## src/logic/btcd_pkg.sv

```systemverilog
package btcd_pkg;
    // Widths and counts
    localparam int NUM_SRC = 4;
    localparam int SRC_W = 2;
    // Immediate adaption
    localparam logic [15:0] BYTE_MASK = 16'h00ff;
    // Target construction
    localparam logic [15:0] VEC_SEGMENT = 16'h0000;
    localparam logic [6:0] VEC_MAX = 7'h7f;
    localparam logic [7:0] REL_SELF_ONE_WORD = 8'hff;
    localparam logic [7:0] REL_SELF_TWO_WORD = 8'hfe;
    localparam logic [15:0] REL_ONE_WORD_LEN = 16'h0002;
    // Four-bit condition codes
    localparam logic [3:0] COND_ALWAYS = 4'h0;
    localparam logic [3:0] COND_NOT_EQUAL_NOT_TABLE_END = 4'h1;
    localparam logic [3:0] COND_ZERO = 4'h2;
    localparam logic [3:0] COND_NOT_ZERO = 4'h3;
    localparam logic [3:0] COND_OVERFLOW = 4'h4;
    localparam logic [3:0] COND_NO_OVERFLOW = 4'h5;
    localparam logic [3:0] COND_NEGATIVE = 4'h6;
    localparam logic [3:0] COND_NOT_NEGATIVE = 4'h7;
    localparam logic [3:0] COND_CARRY = 4'h8;
    localparam logic [3:0] COND_NO_CARRY = 4'h9;
    localparam logic [3:0] COND_SIGNED_ABOVE = 4'ha;
    localparam logic [3:0] COND_SIGNED_BELOW_OR_EQUAL = 4'hb;
    localparam logic [3:0] COND_SIGNED_BELOW = 4'hc;
    localparam logic [3:0] COND_SIGNED_NOT_BELOW = 4'hd;
    localparam logic [3:0] COND_UNSIGNED_ABOVE = 4'he;
    localparam logic [3:0] COND_UNSIGNED_BELOW_OR_EQUAL = 4'hf;

    typedef enum logic [2:0] {
        BTCD_ABS = 3'h0,
        BTCD_REL = 3'h1,
        BTCD_IND = 3'h2,
        BTCD_SEG = 3'h3,
        BTCD_VEC = 3'h4
    } btcd_mode_t;

    typedef enum logic [2:0] {
        IMM_THREE = 3'h0,
        IMM_FOUR = 3'h1,
        IMM_BYTE = 3'h2,
        IMM_WIDE = 3'h3,
        IMM_MASK = 3'h4
    } btcd_imm_kind_t;

    // Gray path: idle, push ip, push psw, push csp; register read off idle
    typedef enum logic [2:0] {
        ST_IDLE = 3'b000,
        ST_PUSH_IP = 3'b001,
        ST_PUSH_PSW = 3'b011,
        ST_PUSH_CSP = 3'b010,
        ST_READ_REG = 3'b100
    } btcd_state_t;

    typedef struct packed {
        logic e;
        logic z;
        logic v;
        logic c;
        logic n;
    } btcd_flags_t;

    typedef struct packed {
        logic valid;
        btcd_mode_t mode;
        logic [3:0] cond;
        logic [15:0] operand;
        logic [7:0] relOffset;
        logic [3:0] regIndex;
        logic [15:0] nextIp;
        logic [15:0] contextPointer;
    } btcd_branch_req_t;

    typedef struct packed {
        logic valid;
        btcd_imm_kind_t kind;
        logic byteOp;
        logic [15:0] raw;
    } btcd_imm_req_t;

    typedef struct packed {
        logic valid;
        logic taken;
        logic trap;
        logic ipLoad;
        logic [15:0] ip;
        logic cspLoad;
        logic [15:0] code_segment_pointer;
    } btcd_result_t;

    typedef struct packed {
        logic push;
        logic [15:0] data;
    } btcd_stack_t;
endpackage

```

## src/logic/btcd_decode.sv

```systemverilog
// What this block does
// - Short immediates and masks are zero-extended to the operation width.
// - A wide immediate keeps only its low byte in byte operations.
// - Branch modes other than segment and vector touch only the pointer; segment loads only from an absolute value.
// - Absolute target loads the pointer; an odd target raises a trap.
// - Relative target is next address plus twice the signed offset.
// - Offset FFh or FEh lands on the branch itself.
// - Indirect target is the word register at context pointer plus twice index.
// - An odd indirect target raises a trap instead of branching.
// - Segment operand loads the segment pointer from its two low bits.
// - Vector number sets segment zero and pointer to four times the number.
// - A conditional branch is taken only when its condition holds; code 0 always.
// - Codes 2h to 9h test zero, overflow, negative and carry set or clear.
// - Fh is zero or carry; Eh is its inverse.
// - Ch/Dh test negative xor overflow; Bh/Ah add zero to that.
// - Code 1h holds only when zero and end-of-table are both clear.
// - Interrupt entry pushes pointer, status word, and segment when segmented.
// - Pending requests are served by one of sixteen priority levels.
// - The indirect word register sits at context pointer plus twice the index.
module btcd_decode (
    input wire logic ref_clk,                                      // CPU clock
    input wire logic rst_b,                                        // Async reset, low
    input wire btcd_pkg::btcd_branch_req_t branchReq,              // Branch request
    output logic branchReady,                                      // Branch request taken
    output logic busy,                                             // Sequence in progress
    input wire btcd_pkg::btcd_imm_req_t immReq,                    // Immediate to adapt
    output logic immValid,                                         // Adapted value valid
    output logic [15:0] immResult,                                 // Adapted immediate
    input wire btcd_pkg::btcd_flags_t pswFlags,                    // Written-back flags
    input wire logic fwdValid,                                     // Forwarded flags valid
    input wire btcd_pkg::btcd_flags_t fwdFlags,                    // Flags of newest op
    output logic regRead,                                          // Register read strobe
    output logic [15:0] regAddr,                                   // Word register address
    input wire logic [15:0] regData,                               // Register contents
    input wire logic [btcd_pkg::NUM_SRC-1:0] intReq,               // Pending requests
    input wire logic [btcd_pkg::NUM_SRC-1:0][3:0] intLevel,        // Request levels
    input wire logic [btcd_pkg::NUM_SRC-1:0][6:0] intVector,       // Request vectors
    input wire logic [3:0] cpuLevel,                               // Current CPU level
    input wire logic segmented,                                    // Segmented mode
    input wire logic [15:0] instructionPointer,                    // Pointer to save
    input wire logic [15:0] programStatusWord,                     // Status word to save
    input wire logic [15:0] codeSegmentPointer,                    // Segment to save
    output logic [btcd_pkg::NUM_SRC-1:0] intAck,                   // Request accepted
    output btcd_pkg::btcd_stack_t stackOut,                        // System stack push
    output btcd_pkg::btcd_result_t result                          // Branch outcome
);
    import btcd_pkg::*;

    typedef struct packed {
        btcd_state_t state;
        btcd_result_t res;
        btcd_stack_t stack;
        logic regRead;
        logic [15:0] regAddr;
        logic immValid;
        logic [15:0] imm;
        logic [NUM_SRC-1:0] intAck;
        logic [6:0] vector;
        logic [15:0] savedPsw;
        logic [15:0] savedCsp;
    } btcd_regs_t;

    btcd_regs_t s_reg;
    btcd_regs_t s_next;
    btcd_flags_t effFlags;
    logic condOk;
    logic [SRC_W-1:0] srcSel;
    logic intFire;
    logic branchAccept;
    logic [15:0] relTarget;
    logic [15:0] indAddr;

    // Width adaption of immediate constants
    function automatic logic [15:0] adaptImm(input btcd_imm_kind_t kind, input logic byteOp,
                                             input logic [15:0] raw);
        logic [15:0] v;
        v = 16'h0000;
        case (kind)
            IMM_THREE: v = {13'h0000, raw[2:0]};
            IMM_FOUR: v = {12'h000, raw[3:0]};
            IMM_BYTE, IMM_MASK: v = {8'h00, raw[7:0]};
            IMM_WIDE: v = byteOp ? (raw & BYTE_MASK) : raw;
            default: v = 16'h0000;
        endcase
        return v;
    endfunction

    // Condition code test against a flag set
    function automatic logic condTrue(input logic [3:0] cc, input btcd_flags_t f);
        logic t;
        logic sx;
        sx = f.n ^ f.v;
        t = 1'b0;
        case (cc)
            COND_ALWAYS: t = 1'b1;
            COND_NOT_EQUAL_NOT_TABLE_END: t = ~(f.z | f.e);
            COND_ZERO: t = f.z;
            COND_NOT_ZERO: t = ~f.z;
            COND_OVERFLOW: t = f.v;
            COND_NO_OVERFLOW: t = ~f.v;
            COND_NEGATIVE: t = f.n;
            COND_NOT_NEGATIVE: t = ~f.n;
            COND_CARRY: t = f.c;
            COND_NO_CARRY: t = ~f.c;
            COND_SIGNED_ABOVE: t = ~(f.z | sx);
            COND_SIGNED_BELOW_OR_EQUAL: t = f.z | sx;
            COND_SIGNED_BELOW: t = sx;
            COND_SIGNED_NOT_BELOW: t = ~sx;
            COND_UNSIGNED_ABOVE: t = ~(f.z | f.c);
            COND_UNSIGNED_BELOW_OR_EQUAL: t = f.z | f.c;
            default: t = 1'b0;
        endcase
        return t;
    endfunction

    // Highest pending level wins; equal levels go to the lowest index
    function automatic logic [SRC_W-1:0] pickSource(input logic [NUM_SRC-1:0] req,
                                                    input logic [NUM_SRC-1:0][3:0] lvl);
        logic [SRC_W-1:0] best;
        logic found;
        best = '0;
        found = 1'b0;
        for (int i = 0; i < NUM_SRC; i++) begin
            if (req[i] && (!found || lvl[i] > lvl[best])) begin
                best = SRC_W'(i);
                found = 1'b1;
            end
        end
        return best;
    endfunction

    // Flag forwarding and request arbitration
    always_comb begin
        effFlags = fwdValid ? fwdFlags : pswFlags;
        condOk = condTrue(branchReq.cond, effFlags);
        srcSel = pickSource(intReq, intLevel);
        intFire = (s_reg.state == ST_IDLE) && intReq[srcSel]
                  && (intLevel[srcSel] > cpuLevel);
        branchAccept = (s_reg.state == ST_IDLE) && !intFire && branchReq.valid;
        relTarget = branchReq.nextIp
                    + {{7{branchReq.relOffset[7]}}, branchReq.relOffset, 1'b0};
        indAddr = branchReq.contextPointer + {11'h000, branchReq.regIndex, 1'b0};
    end

    // Next-state logic for all held state
    always_comb begin
        s_next = s_reg;
        s_next.res = '0;
        s_next.stack = '0;
        s_next.regRead = 1'b0;
        s_next.intAck = '0;
        s_next.immValid = immReq.valid;
        if (immReq.valid) begin
            s_next.imm = adaptImm(immReq.kind, immReq.byteOp, immReq.raw);
        end
        case (s_reg.state)
            ST_IDLE: begin
                if (intFire) begin
                    s_next.intAck = NUM_SRC'(1) << srcSel;
                    s_next.vector = intVector[srcSel];
                    s_next.savedPsw = programStatusWord;
                    s_next.savedCsp = codeSegmentPointer;
                    s_next.stack.push = 1'b1;
                    s_next.stack.data = instructionPointer;
                    s_next.state = ST_PUSH_IP;
                end else if (branchAccept) begin
                    s_next.res.valid = 1'b1;
                    if (!condOk) begin
                        s_next.res.taken = 1'b0;
                    end else begin
                        case (branchReq.mode)
                            BTCD_ABS: begin
                                s_next.res.trap = branchReq.operand[0];
                                s_next.res.taken = !branchReq.operand[0];
                                s_next.res.ipLoad = !branchReq.operand[0];
                                s_next.res.ip = branchReq.operand;
                            end
                            BTCD_REL: begin
                                s_next.res.taken = 1'b1;
                                s_next.res.ipLoad = 1'b1;
                                s_next.res.ip = relTarget;
                            end
                            BTCD_IND: begin
                                s_next.res.valid = 1'b0;
                                s_next.regRead = 1'b1;
                                s_next.regAddr = indAddr;
                                s_next.state = ST_READ_REG;
                            end
                            BTCD_SEG: begin
                                s_next.res.taken = 1'b1;
                                s_next.res.cspLoad = 1'b1;
                                s_next.res.code_segment_pointer = {14'h0000, branchReq.operand[1:0]};
                            end
                            BTCD_VEC: begin
                                s_next.res.taken = 1'b1;
                                s_next.res.ipLoad = 1'b1;
                                s_next.res.ip = {7'h00, branchReq.operand[6:0] & VEC_MAX,
                                                 2'b00};
                                s_next.res.cspLoad = 1'b1;
                                s_next.res.code_segment_pointer = VEC_SEGMENT;
                            end
                            default: begin
                                s_next.res.taken = 1'b0;
                            end
                        endcase
                    end
                end
            end
            ST_READ_REG: begin
                s_next.res.valid = 1'b1;
                s_next.res.trap = regData[0];
                s_next.res.taken = !regData[0];
                s_next.res.ipLoad = !regData[0];
                s_next.res.ip = regData;
                s_next.state = ST_IDLE;
            end
            ST_PUSH_IP: begin
                s_next.stack.push = 1'b1;
                s_next.stack.data = s_reg.savedPsw;
                s_next.state = ST_PUSH_PSW;
            end
            ST_PUSH_PSW, ST_PUSH_CSP: begin
                if (s_reg.state == ST_PUSH_PSW && segmented) begin
                    s_next.stack.push = 1'b1;
                    s_next.stack.data = s_reg.savedCsp;
                    s_next.state = ST_PUSH_CSP;
                end else begin
                    s_next.res.valid = 1'b1;
                    s_next.res.taken = 1'b1;
                    s_next.res.ipLoad = 1'b1;
                    s_next.res.ip = {7'h00, s_reg.vector, 2'b00};
                    s_next.res.cspLoad = 1'b1;
                    s_next.res.code_segment_pointer = VEC_SEGMENT;
                    s_next.state = ST_IDLE;
                end
            end
            default: begin
                s_next.state = ST_IDLE;
            end
        endcase
    end

    // State register
    always_ff @(posedge ref_clk or negedge rst_b) begin
        if (!rst_b) begin
            s_reg <= '0;
        end else begin
            s_reg <= s_next;
        end
    end

    // Outputs
    assign branchReady = (s_reg.state == ST_IDLE) && !intFire;
    assign busy = (s_reg.state != ST_IDLE);
    assign immValid = s_reg.immValid;
    assign immResult = s_reg.imm;
    assign regRead = s_reg.regRead;
    assign regAddr = s_reg.regAddr;
    assign intAck = s_reg.intAck;
    assign stackOut = s_reg.stack;
    assign result = s_reg.res;
endmodule

```

## config.mk

```make
export PLATFORM = sky130hd
export DESIGN_NAME = btcd_decode
export DESIGN_NICKNAME = d
export VERILOG_FILES = /design/src/logic/btcd_pkg.sv /design/src/logic/btcd_decode.sv
export SDC_FILE = /design/constraint.sdc
export NUM_CORES = 1
export LEC_CHECK = 0
export ABC_CLOCK_PERIOD_IN_PS = 6000
export BUFFER_PORTS_ARGS = -buffer_cell sky130_fd_sc_hd__buf_2
export CELL_PAD_IN_SITES_DETAIL_PLACEMENT = 0
export CELL_PAD_IN_SITES_GLOBAL_PLACEMENT = 1
export CORE_UTILIZATION = 32
export DETAILED_ROUTE_END_ITERATION = 12
export HOLD_SLACK_MARGIN = 0.02
export PLACE_DENSITY_LB_ADDON = 0.2
export SYNTH_ARGS = -nofsm -noshare
export SYNTH_HDL_FRONTEND = slang
export SYNTH_SLANG_ARGS = --single-unit
```

## constraint.sdc

```tcl
create_clock -name ref_clk -period 6 [get_ports ref_clk]
set_input_delay 0.3 -clock ref_clk [delete_from_list [all_inputs] [get_ports ref_clk]]
set_output_delay 0.3 -clock ref_clk [all_outputs]
set_load 0.01 [all_outputs]
```

==> results of run 1 <==
[cell type report]
class,instances,area (um^2),area share (%)
clock inverter,15,193,2.05
timing repair buffer,319,1670,17.8
inverter,54,203,2.16
sequential,120,3000,32.0
multi-input combinational,539,3510,37.3
tap,313,392,4.17
clock buffer,17,425,4.53
[layer usage]
| metal | up-vias | GRT usage (%) | wire [um] |
|---|---|---|---|
| met1 | 2901 | 23.6 | 9720 |
| li1 | 3191 | - | - |
| met5 | - | 0 | 30 |
| met4 | 6 | 5.70 | 262 |
| met3 | 22 | 5.18 | 1440 |
| met2 | 227 | 28.4 | 9700 |
[power by group]
group | switching [mW] | total [mW] | internal, mW
clock network | 0.412 | 1.08 | 0.664
logic | 0.632 | 1.12 | 0.485
registers | 0.121 | 1.18 | 1.06
[synth_stat cells (5+ instances only)]
| cell type | n |
|---|---|
| nand4_1 | 7 |
| dfrtp_1 | 120 |
| mux2_2 | 11 |
| inv_1 | 54 |
| o21a_1 | 6 |
| mux2i_1 | 23 |
| buf_4 | 90 |
| nor2b_1 | 13 |
| nand2b_1 | 7 |
| o21ai_0 | 50 |
| nand2_1 | 134 |
| xor2_1 | 12 |
| nor4_1 | 5 |
| a22oi_1 | 7 |
| a211o_1 | 9 |
| mux2_4 | 8 |
| a222oi_1 | 16 |
| xnor2_1 | 13 |
| a21oi_1 | 43 |
| ha_1 | 34 |
| a21o_1 | 12 |
| clkbuf_1 | 23 |
| nor2_1 | 47 |
| nand3_1 | 13 |
[cell families after synthesis]
family,Yosys count
other,1
multiplexers,44
XOR/XNOR,25
flip-flops,120
AO/OA/AOI/OAI,172
AND/OR/NAND/NOR,248
adder cells (fa/ha/maj),36
buffers and inverters,175
[per-stage QoR]
step | hold slack [ps] | setup slack (ps) | total power, mW | util (%) | area, um^2
after CTS | 48.8 | 297 | 3.41 | 41.1 | 9350
after global routing | 50.2 | 13.6 | 3.62 | 41.2 | 9390
after detailed placement | 297 | 19.5 | 2.31 | 38.3 | 8720
after global placement | 293 | 197 | 2.30 | 38.3 | 8720
final | 71.6 | 478 | 3.37 | 41.2 | 9390
after floorplan | 4.41 | 28.0 | 2.00 | - | 7510
[repair_timing]
item                                    in CTS  in global routing
buffers inserted                             0                  3
resized for setup                            0                  3
endpoints found under the hold margin       52                  0
endpoints found under the setup margin       0                 14
hold buffers                                 1                  0
[path summary, 6_finish.rpt]
path / cells past startpoint / start / end / slack, ps
max: 31 / intLevel[1] / regAddr[0] / 480
min: 3 / codeSegmentPointer[12] / s_reg[12] / 70
max reg2reg: 6 / s_reg[132] / s_reg[19] / 3910
min reg2reg: 2 / s_reg[6] / s_reg[6] / 480
max in group asynchronous: 3 / rst_b / stackOut[14] / 4310
min in group asynchronous: 2 / rst_b / regAddr[2] / 390
[worst register-to-register path: stages (launching register included)]
cell and delay [ps]:
dfrtp_1 460, nor3_1 320, inv_1 180, or4_1 570
buf_4 270, nand2_1 120, nand2_1 60
==> metrics.yaml, run 1 <==
synthesis:
  synthSimpleGateAreaFrac_pct: 14.7
  synth_compound_area_share_pct: 15.0
  ys_seq_area_share_pct: 40.3
  synthAdderAreaFrac_pct: 6.24
  syn_avg_cell_area_um2: 9.09
  netlist_instances: 821
  synthTopCellsByArea: "dfrtp_1, buf_4, nand2_1, ha_1, o21ai_0"
  synth_warnings: 0
  synth_xor_area_share_pct: 2.94
  ys_async_sr_fraction_pct: 100
  synth_cell_types: 57
  synth_edf_count: 0
  ys.flop_type: "dfrtp_1"
  synth.top_cell.area_share_pct: 40.3
  synth_mux_area_share_pct: 6.96
  synth_top_family_by_area: "compound AO/OA/AOI/OAI gates"
  yosysTopAreaCell: "dfrtp_1"
  syn_area_um2: 7460
  ys_seq_elements: 120
sta:
  max_slew_margin_pct: 23.6
  finClkSkew_ps: 8.63
  timing.final.crit_share_pct: 92.0
  finalCriticalPeriod_ps: 5520
  final_hold_viol_count: 0
  rsz0062_at_grt: "false"
  tightest_slew_ps: 1140
  max_freq_mhz: 181
  setup_violations: 0
  maxSlewViolCount: 0
  timing.setup.tns_ps: 0
worst_setup_path:
  endpoint_kind: "register"
  critPathKind: "in2reg"
  slowest_stage: "and4_4"
  worstPathRequired_ps: 6300
  critPathArrivalTime_ps: 5820
  start_kind: "input pin"
  path_buf_inv: 3
  critPathMaxStageDelay_ps: 440
  cp_top_family: "compound AO/OA/AOI/OAI gates"
  critPathMaxFanout: 17
layout:
  final_cell_mix: "buf_2, nand2_1, dfrtp_1"
  layout_commonest_cell: "buf_2"
  drive_gt1_share_pct: 35.6
  nets: 1306
  largest_reg_flops: 42
  areaGrowthSynthToFinish_pct: 25.9
  nFillCells: 2372
  stdcell_count: 1377
  diodes: 0
global_routing:
  grt_pass1_vias: 6212
  grt_start_max_net_pins: 69
  antenna_found_initial: 3
  grt_pass1_wl_um: 33300
  grtUsageTotal_pct: 18.0
  grt_overflow_total: 0
clock_tree:
  cts_buffers: 17
  clk-insertion-delay-late_ps: 410
  root_buffer: "clkbuf_16"
  clock_sinks: 120
  htreeDepth: 4
  clk_path_buf_depth: 2
  clkTransAtPathRegs_ps: 60
  cts_tree: "done"
hold_path:
  hp-class: "in2reg"
floorplanning:
  die_y_um: 155
  die-area_um2: 23900
  fp.dieW_um: 155
  boundaryPins: 313
  rows: 55
  start_util_pct: 32.7
  core_region_area_um2: 22800
routing:
  via_count: 6347
  route.detailed.drc: 0
  drtIter0Drc: 373
  drt-total-wl_um: 21100
  routed_via_density: 4.61
  ant_nets: 0
  dr.pass1.iters: 7
  wl_per_cell_um: 15.4
place:
  port_buffers: 298
  gp_congestion: 0.844
  dp.cells: 1341
  hpwlAfterDp_um: 16200
run:
  cap_violations: 0
power_and_ir_drop:
  peakVddDrop_mv: 0.142
  powerDensity_nw_per_um2: 359
  p_leak_nw: 5.08
status:
  run_status: "complete, no violations"
Power figures use the tool's default switching activity.
==> inputs of run 2 (changes only) <==
- REMOVE_ABC_BUFFERS: not set -> 1
==> run 2 against run 1 <==
  * Clock skew increased by 1.6 ps
  * Sequential power hardly changed
  * First-iteration DRC count fell by 24%
  * Sequential share of layout area grew 0.068 points
  * Clock power is 5% lower
  * Critical path type is now in2out
  * Largest cell class unchanged
==> metrics.yaml, run 2 (synthesis gave the netlist of run 1 again) <==
sta:
  max_slew_margin_pct: 34.5  # +11 points
  max_freq_mhz: 180  # -0.67%
  maxSlewViolCount: 0  # unchanged
  setup_violations: 0  # unchanged
  fin_ws_ps: 441  # -37.1 ps
  timing.final.crit_share_pct: 92.7  # +0.62 points
  timing.setup.tns_ps: 0  # unchanged
  final_hold_viol_count: 0  # unchanged
  finalCriticalPeriod_ps: 5560  # +37.1 ps
  finClkSkew_ps: 10.2  # +1.58 ps
  whs_ps: 71.4  # -0.246 ps
  tightest_slew_ps: 983  # -158 ps
routing:
  drtIter0Drc: 283  # -24%
  wl_per_cell_um: 14.7  # -4.3%
  met1_length_um: 9230  # -5.0%
  routed_via_density: 4.62  # +0.20%
  wl_met2_um: 9500  # -2.0%
  wl_met3_um: 1280  # -11%
  top_layer_used: "met4"
  drt-total-wl_um: 20300  # -4.2%
  route.detailed.drc: 0  # unchanged
  via_count: 6364  # +0.27%
  dr.pass1.iters: 7  # unchanged
  ant_nets: 0  # unchanged
worst_setup_path:
  start_kind: "input pin"
  critPathKind: "in2out"
  critPathArrivalTime_ps: 5260  # -560 ps
  slowest_stage: "nor4_4"
  endpoint_kind: "output pin"
  critPathMaxStageDelay_ps: 320  # -120 ps
  critPathMaxFanout: 8  # -9
  worstPathRequired_ps: 5700  # -600 ps
floorplanning:
  die_y_um: 155  # unchanged
  core_region_area_um2: 22800  # unchanged
  start_util_pct: 32.7  # unchanged
  fp.dieW_um: 155  # unchanged
  rows: 55  # unchanged
  die-area_um2: 23900  # unchanged
  boundaryPins: 313  # unchanged
place:
  port_buffers: 298  # unchanged
  dp.cells: 1343  # +0.15%
  pre_cts_ws_ps: -158  # -178 ps
  gp_congestion: 0.803  # -4.8%
  hpwlAfterDp_um: 15500  # -4.4%
layout:
  post-route-util_pct: 41.1  # -0.088 points
  final_cell_mix: "buf_2, nand2_1, dfrtp_1"
  drive_gt1_share_pct: 35.8  # +0.19 points
  areaGrowthSynthToFinish_pct: 25.6
  nFillCells: 2344  # -1.2%
  stdcell_count: 1378  # +0.073%
  layout_commonest_cell: "buf_2"
  largest_reg_flops: 42  # unchanged
  nets: 1306  # unchanged
clock_tree:
  clkTransAtPathRegs_ps: 60  # about the same
  htreeDepth: 4  # unchanged
  clk-insertion-delay-late_ps: 420  # about the same
  clk_path_buf_depth: 2  # unchanged
  clock_sinks: 120  # unchanged
  root_buffer: "clkbuf_16"
  cts_tree: "done"
  cts_buffers: 17  # unchanged
power_and_ir_drop:
  p_leak_nw: 5.07  # -0.28%
  seq_power_share_pct: 35.7  # +0.7 points
  powerDensity_nw_per_um2: 353  # -1.8%
  power.net_switching_mw: 1.15  # -1.6%
  switching_share_pct: 34.7  # +0.14 points
  comb_power_share_pct: 33.2  # about the same
  clkPwrFrac_pct: 31.0  # -0.9 points
  power.internal_mw: 2.16  # -2.2%
  peakVddDrop_mv: 0.136  # -4.0%
global_routing:
  antenna_found_initial: 1  # -2
  grt_pass1_wl_um: 32000  # -3.7%
  grtUsageTotal_pct: 17.2  # -0.80 points
  grt_pass1_vias: 6289  # +1.2%
  grt_overflow_total: 0  # unchanged
  grt_start_max_net_pins: 76  # +10%
run:
  cap_violations: 0  # unchanged
status:
  run_status: "complete, no violations"
hold_path:
  hp-class: "in2reg"
[run 2: metal layers]
layer  GRT usage [%]  vias up
li1                -     3186
met1            21.8     2933
met2            28.7      228
met3            4.17       17
met4            5.23        0
met5               0        -
[run 2: through the flow]
stage / power [mW] / instance area [um^2]
floorplan: 1.82 / 6680
global placement: 2.29 / 8740
detailed placement: 2.30 / 8740
CTS: 3.35 / 9340
global route: 3.55 / 9370
finish: 3.31 / 9370
[run 2: final timing paths]
path | start | to | slack, ps | depth (start not counted)
worst max-delay path | intLevel[1] | branchReady | 440 | 32
worst min-delay path | programStatusWord[11] | s_reg[27] | 70 | 3
worst max register to register | s_reg[132] | s_reg[17] | 3830 | 6
worst min register to register | s_reg[14] | s_reg[14] | 480 | 2
max in group asynchronous | rst_b | s_reg[131] | 4120 | 3
min in group asynchronous | rst_b | immResult[4] | 430 | 2
[run 2: what timing repair did]
item,CTS,global route
endpoints found under the setup margin,0,94
hold buffers,1,0
hold endpoints to repair,45,0
setup buffers,0,1
resized for setup,0,5
[run 2: critical path, delay by kind of cell]
family	cells	cell delay, ps
AOI/OAI and AO/OA	12	1730
adders and majority gates	4	1090
buffers and inverters	5	590
muxes	1	230
and+or+nand+nor	10	1290
[run 2: area by class of cell]
type	instances	area (um^2)	share of cell area, %
Sequential cell	120	3000	32.0
Multi-Input combinational cell	539	3510	37.5
Clock buffer	17	425	4.54
Antenna cell	1	2.50	0.0267
Timing Repair Buffer	319	1670	17.8
Clock inverter	15	168	1.79
Inverter	54	203	2.16
Tap cell	313	392	4.18
[run 2: power by group through the flow]
stage               clock network [mW]  registers, mW  logic, mW
CTS                               1.06           1.18       1.11
finish                            1.03           1.18       1.10
global route                      1.09           1.21       1.25
global placement                     0           1.19       1.10
floorplan                            0           1.23      0.590
detailed placement                   0           1.19       1.11
==> inputs of run 3 (changes only) <==
- ABC_AREA: not set -> 1
- CORE_MARGIN: not set -> 5
- CORE_UTILIZATION: 32 -> 31
==> run 3 against run 2 <==
  * Register-to-register slack worse by 370 ps
  * Clock power down 9%
  * Clock skew down 2.9 ps
  * Largest cell class unchanged
  * Highest routed layer is now met5
==> metrics.yaml, run 3 <==
layout:
  final_cell_mix: "nand2_1, buf_2, dfrtp_1"
  layout_commonest_cell: "nand2_1"
  areaGrowthSynthToFinish_pct: 22.2
  drive_gt1_share_pct: 26.8  # -9.0 points
  nets: 1602  # +23%
  multi_input_area_um2: 3790  # +8.0%
  design_area_um2: 9870  # +5.4%
  stdcell_count: 1696  # +23%
  post-route-util_pct: 38.2  # -2.9 points
  regArea_um2: 3000  # unchanged
  largest_reg_flops: 42  # unchanged
  nFillCells: 2875  # +23%
clock_tree:
  htreeDepth: 4  # unchanged
  cts_tree: "done"
  cts_buffers: 17  # unchanged
  clkTransAtPathRegs_ps: 60  # about the same
  clk-insertion-delay-late_ps: 410  # about the same
  clk_path_buf_depth: 2  # unchanged
  clock_sinks: 120  # unchanged
  root_buffer: "clkbuf_16"
worst_setup_path:
  start_kind: "input pin"
  critPathMaxFanout: 40  # +32
  slowest_stage: "buf_4"
  critical_path.most_common_cell: "nand2_1"
  worstPathRequired_ps: 6300  # +600 ps
  endpoint_kind: "register"
  critPathArrivalTime_ps: 5620  # +360 ps
  critPathKind: "in2reg"
  critPathMaxStageDelay_ps: 410  # +90 ps
global_routing:
  grtUsageTotal_pct: 16.6  # -0.57 points
  grt_start_max_net_pins: 74  # -2.6%
  antenna_found_initial: 3  # +2
  grt_pass1_wl_um: 38800  # +21%
  grt_overflow_total: 0  # unchanged
  grt_pass1_vias: 7558  # +20%
power_and_ir_drop:
  peakVddDrop_mv: 0.179  # +31%
  powerDensity_nw_per_um2: 342  # -3.2%
  p_leak_nw: 5.69  # +12%
sta:
  final_hold_viol_count: 0  # unchanged
  max_freq_mhz: 188  # +4.6%
  finClkSkew_ps: 7.35  # -2.86 ps
  max_slew_margin_pct: 36.5  # +2.0 points
  setup_violations: 0  # unchanged
  tightest_slew_ps: 949  # -33.5 ps
  finalCriticalPeriod_ps: 5320  # -242 ps
  rsz0062_at_grt: "false"
  timing.final.crit_share_pct: 88.6  # -4.0 points
  maxSlewViolCount: 0  # unchanged
place:
  hpwlAfterDp_um: 19600  # +27%
  port_buffers: 298  # unchanged
  dpl-instance-area_um2: 9270  # +6.2%
  gp_congestion: 0.845  # +5.2%
  dp.cells: 1658  # +23%
synthesis:
  synth_cell_types: 41  # -28%
  netlist_instances: 1123  # +37%
  syn_area_um2: 8080  # +8.3%
  synth_common_cells: "nand2_1, dfrtp_1, inv_1"
  yosysTopAreaCell: "dfrtp_1"
  synthTopCellsByArea: "dfrtp_1, nand2_1, buf_4, nand3_1, inv_1"
  synth_edf_count: 0  # unchanged
  synth_warnings: 0  # unchanged
  synth.most_common_cell: "nand2_1"
  ys_seq_area_share_pct: 37.2  # -3.1 points
  synth.top_cell.area_share_pct: 37.2  # -3.1 points
  ys_async_sr_fraction_pct: 100  # unchanged
  syn_avg_cell_area_um2: 7.20  # -21%
  ys.flop_type: "dfrtp_1"
  ys_seq_elements: 120  # unchanged
status:
  run_status: "complete, no violations"
routing:
  dr.pass1.iters: 5  # -2
  drtIter0Drc: 382  # +35%
  via_count: 7672  # +21%
  wl_per_cell_um: 14.7  # -0.16%
  route.detailed.drc: 0  # unchanged
  drt-total-wl_um: 24900  # +23%
  ant_nets: 0  # unchanged
  routed_via_density: 4.52  # -2.1%
hold_path:
  hp-class: "in2reg"
floorplanning:
  boundaryPins: 313  # unchanged
  rows: 59  # +7.3%
  fp.dieW_um: 171  # +11%
  core_region_area_um2: 25800  # +13%
  die-area_um2: 29400  # +23%
  die_y_um: 171  # +11%
  start_util_pct: 31.3  # -1.5 points
run:
  cap_violations: 0  # unchanged
run 3: cell count changes after synthesis, moves of 10 or more:
cell	before	now
nand2_1	134	365
nand3_1	13	116
inv_1	54	119
mux2i_1	23	0
nand4_1	7	28
a222oi_1	16	0
nor2b_1	13	0
nor2_1	47	59
mux2_2	11	0
o21ai_0	50	39
a21o_1	12	2
o22ai_1	4	14
xnor2_1	13	3
run 3: path summary, 6_finish.rpt:
path / start / slack (ps) / end / cells after the start
worst max-delay path: intLevel[3] / 680 / s_reg[35] / 43
max in group asynchronous: rst_b / 4290 / s_reg[9] / 3
worst min register to register: regAddr[12] / 470 / regAddr[12] / 2
min in group asynchronous: rst_b / 380 / immResult[7] / 2
worst min-delay path: codeSegmentPointer[6] / 80 / s_reg[6] / 3
worst max register to register: s_reg[133] / 3460 / stackOut[1] / 5
run 3: cell type report:
class / instances / area share (%)
inverters: 124 / 4.71
well taps: 335 / 4.24
clock buffers: 17 / 4.31
multi-input cells: 770 / 38.4
clock inverters: 15 / 1.22
flip-flops and latches: 120 / 30.4
repair buffers: 314 / 16.7
diodes: 1 / 0.0253
run 3: layer usage:
metal,vias up,track usage (%),part of all wire (%),wire length [um]
met4,4,4.00,1.7,411
li1,3956,-,-,-
met2,222,27.5,47,11800
met5,-,0,0.10,25
met1,3466,21.3,44,10900
met3,24,4.96,7.0,1740
run 3: cell families after synthesis:
kind of cell	synth area share (%)
other	0.0464
adders and majority gates	5.76
xor gates and xnor gates	1.41
AOI/OAI and AO/OA	7.37
buffers and inverters	16.5
and+or+nand+nor	31.8
DFF	37.2
run 3: what timing repair did:
item | 4_1_cts | 5_1_grt
hold buffers | 1 | 0
endpoints found under the hold margin | 47 | 0
buffers inserted | 0 | 4
resized for setup | 0 | 1
endpoints found under the setup margin | 0 | 36
run 3: power by group:
group	internal [mW]	total, mW	switching (mW)
combinational	0.461	1.23	0.771
sequential	1.08	1.20	0.122
clock	0.536	0.942	0.406
run 3: stage by stage:
| stage | worst slack [ps] | total power [mW] | hold WS, ps | TNS (ps) |
|---|---|---|---|---|
| final | 683 | 3.37 | 78.1 | 0 |
| after global routing | 2.72 | 3.65 | 62.9 | 0 |
| after CTS | 517 | 3.41 | 60.3 | 0 |
| after detailed placement | 93.3 | 2.44 | 267 | 0 |
| after global placement | 173 | 2.44 | 269 | 0 |
| after floorplan | -58.5 | 1.90 | 4.41 | -1080 |
run 3: critical path, delay by kind of cell:
kind / cells / cell delay (ps)
and+or+nand+nor: 25 / 2260
adders and majority gates: 4 / 1200
buffers and inverters: 9 / 1090
AOI/OAI and AO/OA: 5 / 750
